`config.mk`:
```
export PLATFORM = sky130hd
export DESIGN_NAME = pack_extend_bitfield_unit
export DESIGN_NICKNAME = d
export VERILOG_FILES = /design/src/design/pebu_pkg.sv /design/src/design/field_mask_gen.sv /design/src/design/pack_extend_bitfield_unit.sv
export SDC_FILE = /design/constraint.sdc
export NUM_CORES = 1
export LEC_CHECK = 0
export BUFFER_PORTS_ARGS = -buffer_cell sky130_fd_sc_hd__buf_4
export CORE_AREA = 2 2 151 189
export DETAILED_ROUTE_END_ITERATION = 6
export DIE_AREA = 0 0 153 191
export GPL_TIMING_DRIVEN = 0
export PLACE_DENSITY = 0.9
export SKIP_CTS_REPAIR_TIMING = 1
export SYNTH_ARGS = -nofsm -noshare
export SYNTH_HDL_FRONTEND = slang
export SYNTH_SLANG_ARGS = --single-unit
export TNS_END_PERCENT = 50
```
`constraint.sdc`:
```
create_clock -name sys_clk_i -period 0.8 [get_ports sys_clk_i]
set_input_delay 0 -clock sys_clk_i [delete_from_list [all_inputs] [get_ports sys_clk_i]]
set_output_delay 0 -clock sys_clk_i [all_outputs]
set_load 0.1 [all_outputs]
```
`src/design/pebu_pkg.sv`:
```
`default_nettype none

package pebu_pkg;

	// ==========================================================================
	// Widths and constants
	// ==========================================================================
	localparam int unsigned DATA_W   = 32;
	localparam int unsigned HALF_W   = 16;
	localparam int unsigned BYTE_W   = 8;
	localparam int unsigned SHIFT_W  = 5;
	localparam int unsigned WIDTH_W  = 6;
	localparam int unsigned ROT_W    = 2;

	// Rotation select shifted left by this many bits gives the rotation amount.
	localparam int unsigned ROT_UNIT_LOG2 = 3;

	// A zero shift field for the right-shifting pack means a full-word shift.
	localparam logic [WIDTH_W-1:0] ASR_FULL_SHIFT = 6'h20;

	// Reset values of the registered outputs.
	localparam logic [DATA_W-1:0] RESULT_RESET = 32'h0000_0000;
	localparam logic              VALID_RESET  = 1'h0;
	localparam logic              WRITE_RESET  = 1'h0;
	localparam logic              FLAGS_WRITE  = 1'h0;

	// Cycles from an accepted operation to its result.
	localparam int unsigned LATENCY = 1;

	// ==========================================================================
	// Operation codes
	// ==========================================================================
	typedef enum logic [4:0] {
		op_none                  = 5'b00000,
		pack_low_high            = 5'b00001,
		pack_high_low            = 5'b00010,
		sign_widen_byte          = 5'b00011,
		zero_widen_byte          = 5'b00100,
		sign_widen_half          = 5'b00101,
		zero_widen_half          = 5'b00110,
		sign_widen_dual_byte     = 5'b00111,
		zero_widen_dual_byte     = 5'b01000,
		sign_widen_byte_add      = 5'b01001,
		zero_widen_byte_add      = 5'b01010,
		sign_widen_half_add      = 5'b01011,
		zero_widen_half_add      = 5'b01100,
		sign_widen_dual_byte_add = 5'b01101,
		zero_widen_dual_byte_add = 5'b01110,
		field_clear              = 5'b01111,
		field_insert             = 5'b10000,
		signed_field_extract     = 5'b10001,
		unsigned_field_extract   = 5'b10010
	} op_code_t;

endpackage

`default_nettype wire

```
`src/design/field_mask_gen.sv`:
```
`timescale 1ns/10ps
`default_nettype none

module field_mask_gen (
	// Field position
	input  wire logic [4:0]  lsb_i,
	input  wire logic [5:0]  width_i,
	// Mask of width ones starting at lsb
	output logic      [31:0] mask_o
);

	// ==========================================================================
	// Mask
	// ==========================================================================
	// One extra bit lets a full 32-bit width come out as all ones.
	logic [32:0] ones;

	always_comb begin
		ones   = (33'h0_0000_0001 << width_i) - 33'h0_0000_0001;
		// Bits past the top are lost; the issuer keeps lsb plus width within the word.
		mask_o = ones[31:0] << lsb_i;
	end

endmodule

`default_nettype wire

```
`src/design/pack_extend_bitfield_unit.sv`:
```
// Function
// - Pack low: low first, shifted second high
// - Pack high: high first, arithmetic-shifted second low
// - Left shift 0-31; right shift zero means 32
// - Pack leaves condition flags untouched
// - Extends rotate source right by 0/8/16/24
// - Byte widen: bits 7..0, sign or zero
// - Half widen: bits 15..0, sign or zero
// - Dual widen: bytes 0 and 2 into halves
// - Add forms: add word or per halfword
// - Extend and field ops leave flags untouched
// - Field clear zeroes width bits at lsb
// - Field insert copies low source bits in
// - Signed extract sign-extends field top bit
// - Unsigned extract zero-fills above field
`timescale 1ns/10ps
`default_nettype none

module pack_extend_bitfield_unit (
	// Clock, reset, enable
	input  wire logic                 sys_clk_i,
	input  wire logic                 rst_i,
	input  wire logic                 ce_i,
	// Operation
	input  wire logic                 op_valid_i,
	input  wire pebu_pkg::op_code_t   op_code_i,
	input  wire logic                 cond_pass_i,
	// Operands
	input  wire logic [31:0]          first_operand_i,
	input  wire logic [31:0]          second_operand_i,
	input  wire logic [31:0]          dest_old_i,
	// Immediates
	input  wire logic [4:0]           shift_amt_i,
	input  wire logic [1:0]           rot_sel_i,
	input  wire logic [4:0]           lsb_i,
	input  wire logic [5:0]           width_i,
	// Result
	output logic      [31:0]          result_o,
	output logic                      result_valid_o,
	output logic                      dest_write_o,
	output logic                      flags_write_o
);

	// ==========================================================================
	// Decode helpers
	// ==========================================================================
	function automatic logic op_signed(input pebu_pkg::op_code_t op);
		case (op)
			pebu_pkg::sign_widen_byte,
			pebu_pkg::sign_widen_half,
			pebu_pkg::sign_widen_dual_byte,
			pebu_pkg::sign_widen_byte_add,
			pebu_pkg::sign_widen_half_add,
			pebu_pkg::sign_widen_dual_byte_add: op_signed = 1'b1;
			default:                            op_signed = 1'b0;
		endcase
	endfunction

	function automatic logic op_adds(input pebu_pkg::op_code_t op);
		case (op)
			pebu_pkg::sign_widen_byte_add,
			pebu_pkg::zero_widen_byte_add,
			pebu_pkg::sign_widen_half_add,
			pebu_pkg::zero_widen_half_add,
			pebu_pkg::sign_widen_dual_byte_add,
			pebu_pkg::zero_widen_dual_byte_add: op_adds = 1'b1;
			default:                            op_adds = 1'b0;
		endcase
	endfunction

	function automatic logic [15:0] widen_byte(input logic [7:0] b, input logic sgn);
		widen_byte = {{8{sgn & b[7]}}, b};
	endfunction

	// ==========================================================================
	// Shared datapath
	// ==========================================================================
	logic        sgn;
	logic        adds;
	logic [63:0] rot_dbl;
	logic [31:0] rotated;
	logic [31:0] lsl_val;
	logic [5:0]  asr_amt;
	logic signed [31:0] asr_val;
	logic [31:0] widen_b;
	logic [31:0] widen_h;
	logic [31:0] widen_d;
	logic [31:0] sum_word_b;
	logic [31:0] sum_word_h;
	logic [31:0] sum_dual;
	logic [31:0] field_mask;
	logic [31:0] low_mask;
	logic [31:0] extract_raw;
	logic        field_top;
	logic [31:0] exec_value;

	always_comb begin
		sgn        = op_signed(op_code_i);
		adds       = op_adds(op_code_i);
		// Doubling the word turns the right rotation into a plain shift.
		rot_dbl    = {second_operand_i, second_operand_i} >> {rot_sel_i, 3'b000};
		rotated    = rot_dbl[31:0];
		lsl_val    = second_operand_i << shift_amt_i;
		asr_amt    = (shift_amt_i == 5'h00) ? pebu_pkg::ASR_FULL_SHIFT
		                                    : {1'b0, shift_amt_i};
		asr_val    = $signed(second_operand_i) >>> asr_amt;
		widen_b    = {{16{sgn & rotated[7]}}, widen_byte(rotated[7:0], sgn)};
		widen_h    = {{16{sgn & rotated[15]}}, rotated[15:0]};
		sum_word_b = first_operand_i + widen_b;
		sum_word_h = first_operand_i + widen_h;
	end

	// Each lane adds on its own, so a carry never crosses into the other halfword.
	genvar lane;
	generate
		for (lane = 0; lane < 2; lane++) begin : g_lane
			assign widen_d[lane*16 +: 16]  = widen_byte(rotated[lane*16 +: 8], sgn);
			assign sum_dual[lane*16 +: 16] = first_operand_i[lane*16 +: 16]
			                               + widen_d[lane*16 +: 16];
		end
	endgenerate

	field_mask_gen u_field_mask (
		.lsb_i   (lsb_i),
		.width_i (width_i),
		.mask_o  (field_mask)
	);

	field_mask_gen u_low_mask (
		.lsb_i   (5'h00),
		.width_i (width_i),
		.mask_o  (low_mask)
	);

	always_comb begin
		extract_raw = first_operand_i >> lsb_i;
		field_top   = |(extract_raw & low_mask & ~(low_mask >> 1));
	end

	// ==========================================================================
	// Operation select
	// ==========================================================================
	always_comb begin
		case (op_code_i)
			pebu_pkg::pack_low_high:
				exec_value = {lsl_val[15:0], first_operand_i[15:0]};
			pebu_pkg::pack_high_low:
				exec_value = {first_operand_i[31:16], asr_val[15:0]};
			pebu_pkg::sign_widen_byte,
			pebu_pkg::zero_widen_byte:
				exec_value = widen_b;
			pebu_pkg::sign_widen_half,
			pebu_pkg::zero_widen_half:
				exec_value = widen_h;
			pebu_pkg::sign_widen_dual_byte,
			pebu_pkg::zero_widen_dual_byte:
				exec_value = widen_d;
			pebu_pkg::sign_widen_byte_add,
			pebu_pkg::zero_widen_byte_add:
				exec_value = sum_word_b;
			pebu_pkg::sign_widen_half_add,
			pebu_pkg::zero_widen_half_add:
				exec_value = sum_word_h;
			pebu_pkg::sign_widen_dual_byte_add,
			pebu_pkg::zero_widen_dual_byte_add:
				exec_value = sum_dual;
			pebu_pkg::field_clear:
				exec_value = dest_old_i & ~field_mask;
			pebu_pkg::field_insert:
				exec_value = (dest_old_i & ~field_mask)
				           | ((first_operand_i << lsb_i) & field_mask);
			pebu_pkg::signed_field_extract:
				exec_value = field_top ? (extract_raw | ~low_mask)
				                       : (extract_raw & low_mask);
			pebu_pkg::unsigned_field_extract:
				exec_value = extract_raw & low_mask;
			default:
				exec_value = dest_old_i;
		endcase
	end

	// ==========================================================================
	// Result register
	// ==========================================================================
	logic [31:0] result;
	logic        result_valid;
	logic        dest_write;
	logic        flags_write;
	logic [31:0] next_result;
	logic        next_result_valid;
	logic        next_dest_write;
	logic        next_flags_write;

	always_comb begin
		next_result       = result;
		next_result_valid = 1'b0;
		next_dest_write   = 1'b0;
		// Nothing here has a path to the flags, so the strobe stays low.
		next_flags_write  = pebu_pkg::FLAGS_WRITE;
		if (op_valid_i && (op_code_i != pebu_pkg::op_none)) begin
			next_result_valid = 1'b1;
			// A failed condition leaves both the destination and the held result alone.
			if (cond_pass_i) begin
				next_dest_write = 1'b1;
				next_result     = exec_value;
			end
		end
	end

	always_ff @(posedge sys_clk_i or posedge rst_i) begin
		if (rst_i) begin
			result       <= pebu_pkg::RESULT_RESET;
			result_valid <= pebu_pkg::VALID_RESET;
			dest_write   <= pebu_pkg::WRITE_RESET;
			flags_write  <= pebu_pkg::FLAGS_WRITE;
		end else if (ce_i) begin
			result       <= next_result;
			result_valid <= next_result_valid;
			dest_write   <= next_dest_write;
			flags_write  <= next_flags_write;
		end
	end

	assign result_o       = result;
	assign result_valid_o = result_valid;
	assign dest_write_o   = dest_write;
	assign flags_write_o  = flags_write;

	// ==========================================================================
	// Checks
	// ==========================================================================
	logic        take;
	logic [15:0] chk_lsl_lo;
	logic [15:0] chk_asr_lo;
	logic [7:0]  chk_rot_byte;
	logic [31:0] chk_field;

	always_comb begin
		take         = ce_i && op_valid_i && cond_pass_i;
		chk_lsl_lo   = second_operand_i[15:0] << shift_amt_i;
		chk_asr_lo   = (shift_amt_i == 5'h00) ? {16{second_operand_i[31]}} : asr_val[15:0];
		case (rot_sel_i)
			2'h1:    chk_rot_byte = second_operand_i[15:8];
			2'h2:    chk_rot_byte = second_operand_i[23:16];
			2'h3:    chk_rot_byte = second_operand_i[31:24];
			default: chk_rot_byte = second_operand_i[7:0];
		endcase
		chk_field    = (first_operand_i & field_mask) >> lsb_i;
	end

	a_pack_low_high: assert property (@(posedge sys_clk_i) disable iff (rst_i)
		take && op_code_i == pebu_pkg::pack_low_high |=>
		result_o == {$past(chk_lsl_lo), $past(first_operand_i[15:0])})
		else $error("pack low/high result wrong");

	a_pack_high_low: assert property (@(posedge sys_clk_i) disable iff (rst_i)
		take && op_code_i == pebu_pkg::pack_high_low |=>
		result_o[31:16] == $past(first_operand_i[31:16]))
		else $error("pack high/low top half wrong");

	a_asr_zero_full: assert property (@(posedge sys_clk_i) disable iff (rst_i)
		take && op_code_i == pebu_pkg::pack_high_low |=>
		result_o[15:0] == $past(chk_asr_lo))
		else $error("pack arithmetic shift amount wrong");

	a_flags_never: assert property (@(posedge sys_clk_i) disable iff (rst_i)
		result_valid_o |-> !flags_write_o ##1 !flags_write_o)
		else $error("flags written by this unit");

	a_rotate_byte: assert property (@(posedge sys_clk_i) disable iff (rst_i)
		take && op_code_i == pebu_pkg::zero_widen_byte |=>
		result_o == {24'h00_0000, $past(chk_rot_byte)})
		else $error("rotated byte zero widen wrong");

	a_sign_byte: assert property (@(posedge sys_clk_i) disable iff (rst_i)
		take && op_code_i == pebu_pkg::sign_widen_byte |=>
		result_o[31:8] == {24{result_o[7]}})
		else $error("signed byte widen not replicated");

	a_half_widen: assert property (@(posedge sys_clk_i) disable iff (rst_i)
		take && op_code_i == pebu_pkg::zero_widen_half && rot_sel_i == 2'h0 |=>
		result_o == {16'h0000, $past(second_operand_i[15:0])})
		else $error("zero half widen wrong");

	a_dual_lanes: assert property (@(posedge sys_clk_i) disable iff (rst_i)
		take && op_code_i == pebu_pkg::sign_widen_dual_byte |=>
		result_o[15:8] == {8{result_o[7]}} && result_o[31:24] == {8{result_o[23]}})
		else $error("dual byte lanes not sign filled");

	a_add_word: assert property (@(posedge sys_clk_i) disable iff (rst_i)
		take && op_code_i == pebu_pkg::zero_widen_byte_add |=>
		result_o == $past(first_operand_i) + {24'h00_0000, $past(chk_rot_byte)})
		else $error("byte widen add sum wrong");

	a_field_clear: assert property (@(posedge sys_clk_i) disable iff (rst_i)
		take && op_code_i == pebu_pkg::field_clear |=>
		(result_o & $past(field_mask)) == 32'h0000_0000
		&& (result_o & ~$past(field_mask)) == ($past(dest_old_i) & ~$past(field_mask)))
		else $error("field clear wrong");

	a_field_insert: assert property (@(posedge sys_clk_i) disable iff (rst_i)
		take && op_code_i == pebu_pkg::field_insert |=>
		((result_o & $past(field_mask)) >> $past(lsb_i)) == ($past(first_operand_i) & $past(low_mask)))
		else $error("field insert wrong");

	a_unsigned_extract: assert property (@(posedge sys_clk_i) disable iff (rst_i)
		take && op_code_i == pebu_pkg::unsigned_field_extract |=>
		result_o == $past(chk_field))
		else $error("unsigned extract wrong");

	a_signed_extract: assert property (@(posedge sys_clk_i) disable iff (rst_i)
		take && op_code_i == pebu_pkg::signed_field_extract |=>
		(result_o & $past(low_mask)) == $past(chk_field)
		&& (result_o & ~$past(low_mask)) == ($past(field_top) ? ~$past(low_mask) : 32'h0000_0000))
		else $error("signed extract wrong");

	a_cond_fail_hold: assert property (@(posedge sys_clk_i) disable iff (rst_i)
		ce_i && op_valid_i && !cond_pass_i && op_code_i != pebu_pkg::op_none |=>
		result_valid_o && !dest_write_o && $stable(result_o))
		else $error("failed condition still wrote");

endmodule

`default_nettype wire

```
==> impl_metrics.tcl, run 1 <==
set metrics [dict create \
    clkSinkCount 34 \
    port_buffers 145 \
    synth_top_cell_by_area "mux2i_1" \
    ys_types 90 \
    grt_usage_pct 68.3 \
    fp.dieH_um 191 \
    grt_max_degree 22 \
    synth-main-ff-cell "dfrtp_1" \
    async_flop_share_pct 100 \
    cts-htree-levels 2 \
    ys_ff_latch 34 \
    status "did not finish" \
    grt_remaining_overflow 38 \
    synth_top_area_share_pct 9.09 \
    die_w_um 153 \
    synthCells 2242 \
    ys_warn_count 0 \
    clockRootBuffer "clkbuf_16" \
    ys_seq_area_share_pct 5.52 \
    initial_utilization_pct 56.1 \
    grt_pass1_vias 22500 \
    synth_edf_count 0 \
    syn_area_per_cell_um2 6.87 \
    routabilityCongestion 1.34 \
    error "[ERROR GRT-0116] Global routing finished with congestion. Check the congestion regions in the DRC Viewer." \
    ioPinCount 159 \
    cts.path.max_buffers 2 \
    synthesis.area_um2 15400 \
    stop_stage "global routing" \
    synth.area.top_cells "mux2i_1 (9.1%), mux4_2 (7.9%), o21ai_0 (6.5%)" \
    dp_hpwl_um 74500 \
    place_area_um2 17200 \
    syn_nets 2422 \
    cts_buffers 5 \
    grt_pass1_wl_um 151000 \
    num_rows 68 \
]
==> cells by family after synthesis <==
group / synth area share, %
DFF: 5.52
xor gates and xnor gates: 2.61
other: 0.0243
muxes: 21.1
buffers and inverters: 6.47
adders and majority gates: 4.64
and+or+nand+nor: 24.5
AOI/OAI and AO/OA: 35.2
==> synthesized netlist by cell type, drive strengths merged (46+ instances only) <==
cell type	count
a211oi	53
a21oi	154
buf	60
clkbuf	154
ha	54
mux2	56
mux2i	140
mux4	54
nand2	248
nand3	64
nor2	216
nor3	46
o211ai	53
o21ai	200
==> metal layers <==
layer / track usage [%] / overflow
met5: 14.8 / 0
met4: 69.9 / 14
met3: 46.8 / 1
met2: 89.6 / 23
met1: 68.1 / 0
==> stage by stage <==
step	std cells	TNS (ns)	setup WS (ns)	util (%)	hold slack, ns
floorplan	2242	-93.37	-2.97	-	0.0770
global placement	2737	-158.39	-4.75	62.4	0.197
detailed placement	2738	-138.84	-4.72	62.6	0.119
CTS	2746	-134.48	-4.44	63.2	-0.194
==> run 2, diff against run 1 <==
- CORE_AREA: 2 2 151 189 -> 2 2 200 202
- DIE_AREA: 0 0 153 191 -> 0 0 202 204
- PLACE_DENSITY: 0.9 -> not set
- PLACE_DENSITY_LB_ADDON: not set -> 0.15
- clock period: 0.8 -> 1.04 ns (I/O delays scaled with it)
==> impl_metrics.tcl, run 2 <==
set metrics [dict create \
    cp_top_family "compound AO/OA/AOI/OAI gates" \
    fp.dieH_um 204 \
    synthAdderAreaFrac_pct 4.64 \
    relSlewSlack_pct 7.51 \
    min_path_type "in2async" \
    synth-main-ff-cell "dfrtp_1" \
    max_slew.worst_pin.slew_ns 1.37 \
    synthCells 2242 \
    syn_area_per_cell_um2 6.87 \
    ant_nets 0 \
    cap_violations 0 \
    clock_skew_ns 0 \
    synth_top_area_share_pct 9.09 \
    largest_reg_flops 32 \
    remaining_drc_errors 110 \
    cts.path.max_buffers 2 \
    max_freq_ghz 0.235 \
    p_leak_nw 7.19 \
    ys_types 90 \
    status "finished, violations left" \
    clock_latency_ns 0.29 \
    final_common_cell "nand2_1" \
    routedWlPerCell_um 36.3 \
    grt_usage_pct 50.1 \
    timing.rr.start "result_o[13]" \
    grt_remaining_overflow 0 \
    ys_ff_latch 34 \
    dp_slack_ns -4.66 \
    dp_hpwl_um 83900 \
    synth_compound_area_share_pct 35.2 \
    port_buffers 145 \
    cp_slowest_stage_delay_ns 0.84 \
    multiInputGateArea_um2 14400 \
    ys_seq_area_share_pct 5.52 \
    peakVddDrop_mv 0.850 \
    antenna_found_initial 6 \
    synthSimpleGateAreaFrac_pct 24.5 \
    p_per_area_nw_per_um2 923 \
    hold_viol 35 \
    synthXorXnorAreaFrac_pct 2.61 \
    final.setup.tns_ns -99.42 \
    required_ns 1.26 \
    totalWireLength_um 108000 \
    core_um2 39200 \
    area_delta_synth_final_pct 21.5 \
    initial_utilization_pct 39.3 \
    cts-htree-levels 2 \
    grt_max_degree 35 \
    cts_tree "done" \
    cp_cell_sequence "buf_2 > buf_2 > nor2b_1 > nand2_1 > o2bb2a_1 > a31oi_1 > o2bb2a_1 > o211ai_1 > or4_4 > o2111a_2 > buf_12 > clkbuf_4 > nand2_2 > a31oi_1" \
    layout_common_cells "nand2_1 (241), nor2_1 (208), buf_4 (177), o21ai_0 (176), a21oi_1 (140)" \
    synth_top_family_by_area "compound AO/OA/AOI/OAI gates" \
    critPathLaunchType "input pin" \
    ys_warn_count 0 \
    setup_ws_ns -3.21 \
    stdcell_count 2969 \
    reg2reg_to "result_o[13]" \
    drt_iter0_drc 3679 \
    whs_ns -0.125 \
    syn_nets 2422 \
    drive_above_1_share_pct 20.8 \
    drt_pass1_iterations 7 \
    synth.area.top_cells "mux2i_1 (9.1%), mux4_2 (7.9%), o21ai_0 (6.5%)" \
    ioPinCount 159 \
    slew_viol_final 0 \
    synthesis.area_um2 15400 \
    synth_edf_count 0 \
    nets 2616 \
    die_w_um 202 \
    synth_top_cell_by_area "mux2i_1" \
    synth_most_common_cell "nand2_1" \
    grt_pass1_wl_um 150000 \
    crit_type "in2reg" \
    end_kind "flip-flop" \
    clkSinkCount 34 \
    min_period_over_period_pct 409 \
    muxShareOfSynthArea_pct 21.1 \
    slowest_stage "nor2b_1" \
    clockRootBuffer "clkbuf_16" \
    violations "design-rule violations, negative hold slack, negative setup slack" \
    yosys-top-cells-count "nand2_1 (248), nor2_1 (216), o21ai_0 (199), a21oi_1 (154), clkbuf_1 (153)" \
    reg2reg_depth 2 \
    cp_max_fo 10 \
    crit_end "result_o[27]" \
    die-area_um2 41200 \
    via_per_inst 7.50 \
    crit_start "lsb_i[3]" \
    async_flop_share_pct 100 \
    cp_num_cells 14 \
    grt_pass1_vias 20400 \
    cts_buffers 5 \
    num_rows 73 \
    worstPathArrival_ns 4.47 \
    num_vias 22300 \
    setup_viol 34 \
    worst-path-buf-inv 4 \
    path_clk_slew_ns 0.07 \
    dp_cells 2915 \
    rsz0062_at_grt "yes" \
    fill_cells 4056 \
    layout_min_cycle_time_ns 4.25 \
    seq_area_um2 851 \
    routabilityCongestion 1.16 \
    ff2ff_setup_slack_ns 0.20 \
]
==> run 2: cell counts after synthesis <==
Identical to the previous run, type by type.
==> run 2: cells by family after synthesis <==
kind of cell,after synthesis
compound gates,806
xor+xnor,46
fa+ha+maj,56
buf+inv,251
flops,34
mux,250
other cells,1
simple gates,798
==> run 2: routing by layer <==
layer,vias up,GRT usage [%],share of wire [%]
met2,2062,74.1,41
li1,9041,-,-
met4,4,40.6,10
met5,-,0,0.021
met3,614,15.7,13
met1,10500,59.9,35
==> run 2: cell type report <==
| class | count | share of cell area (%) |
|---|---|---|
| sequential | 34 | 4.54 |
| timing repair buffer | 190 | 8.06 |
| clock inverter | 3 | 0.367 |
| tap | 525 | 3.51 |
| buffer | 210 | 5.17 |
| inverter | 37 | 0.741 |
| antenna | 7 | 0.0935 |
| clock buffer | 5 | 0.668 |
| multi-input combinational | 1958 | 76.8 |
==> run 2: how the worst min path moves through the flow <==
| stage | from | to | slack, ns | cells past startpoint |
|---|---|---|---|---|
| final | rst_i | result_o[8] | -0.12 | 2 |
| after global routing | rst_i | result_o[27] | -0.06 | 2 |
| after floorplan | ce_i | dest_write_o | 0.1 | 1 |
| after detailed placement | rst_i | result_o[3] | 0.20 | 2 |
| after CTS | rst_i | result_o[21] | -0.11 | 2 |
| after global placement | ce_i | dest_write_o | 0.22 | 2 |
==> run 2: where the power goes <==
group / switching, mW / total [mW] / internal (mW) / leakage, nW
sequential: 0.271 / 1.87 / 1.60 / 0.395
combinational: 9.36 / 13.4 / 3.99 / 6.70
clock: 0.689 / 2.07 / 1.38 / 0.0940
==> run 2: through the flow <==
stage / hold slack (ns) / utilization (%) / instance area (um2) / power [mW]
2_1_floorplan: 0.0964 / - / 15500 / 9.57
3_3_place_gp: 0.222 / 44.1 / 17300 / 13.8
3_5_place_dp: 0.204 / 44.2 / 17300 / 13.8
4_1_cts: -0.106 / 44.7 / 17500 / 15.9
5_1_grt: -0.0602 / 47.8 / 18700 / 17.6
6_report: -0.125 / 47.8 / 18700 / 17.3
Note: power is estimated with default switching activity, not from simulation.
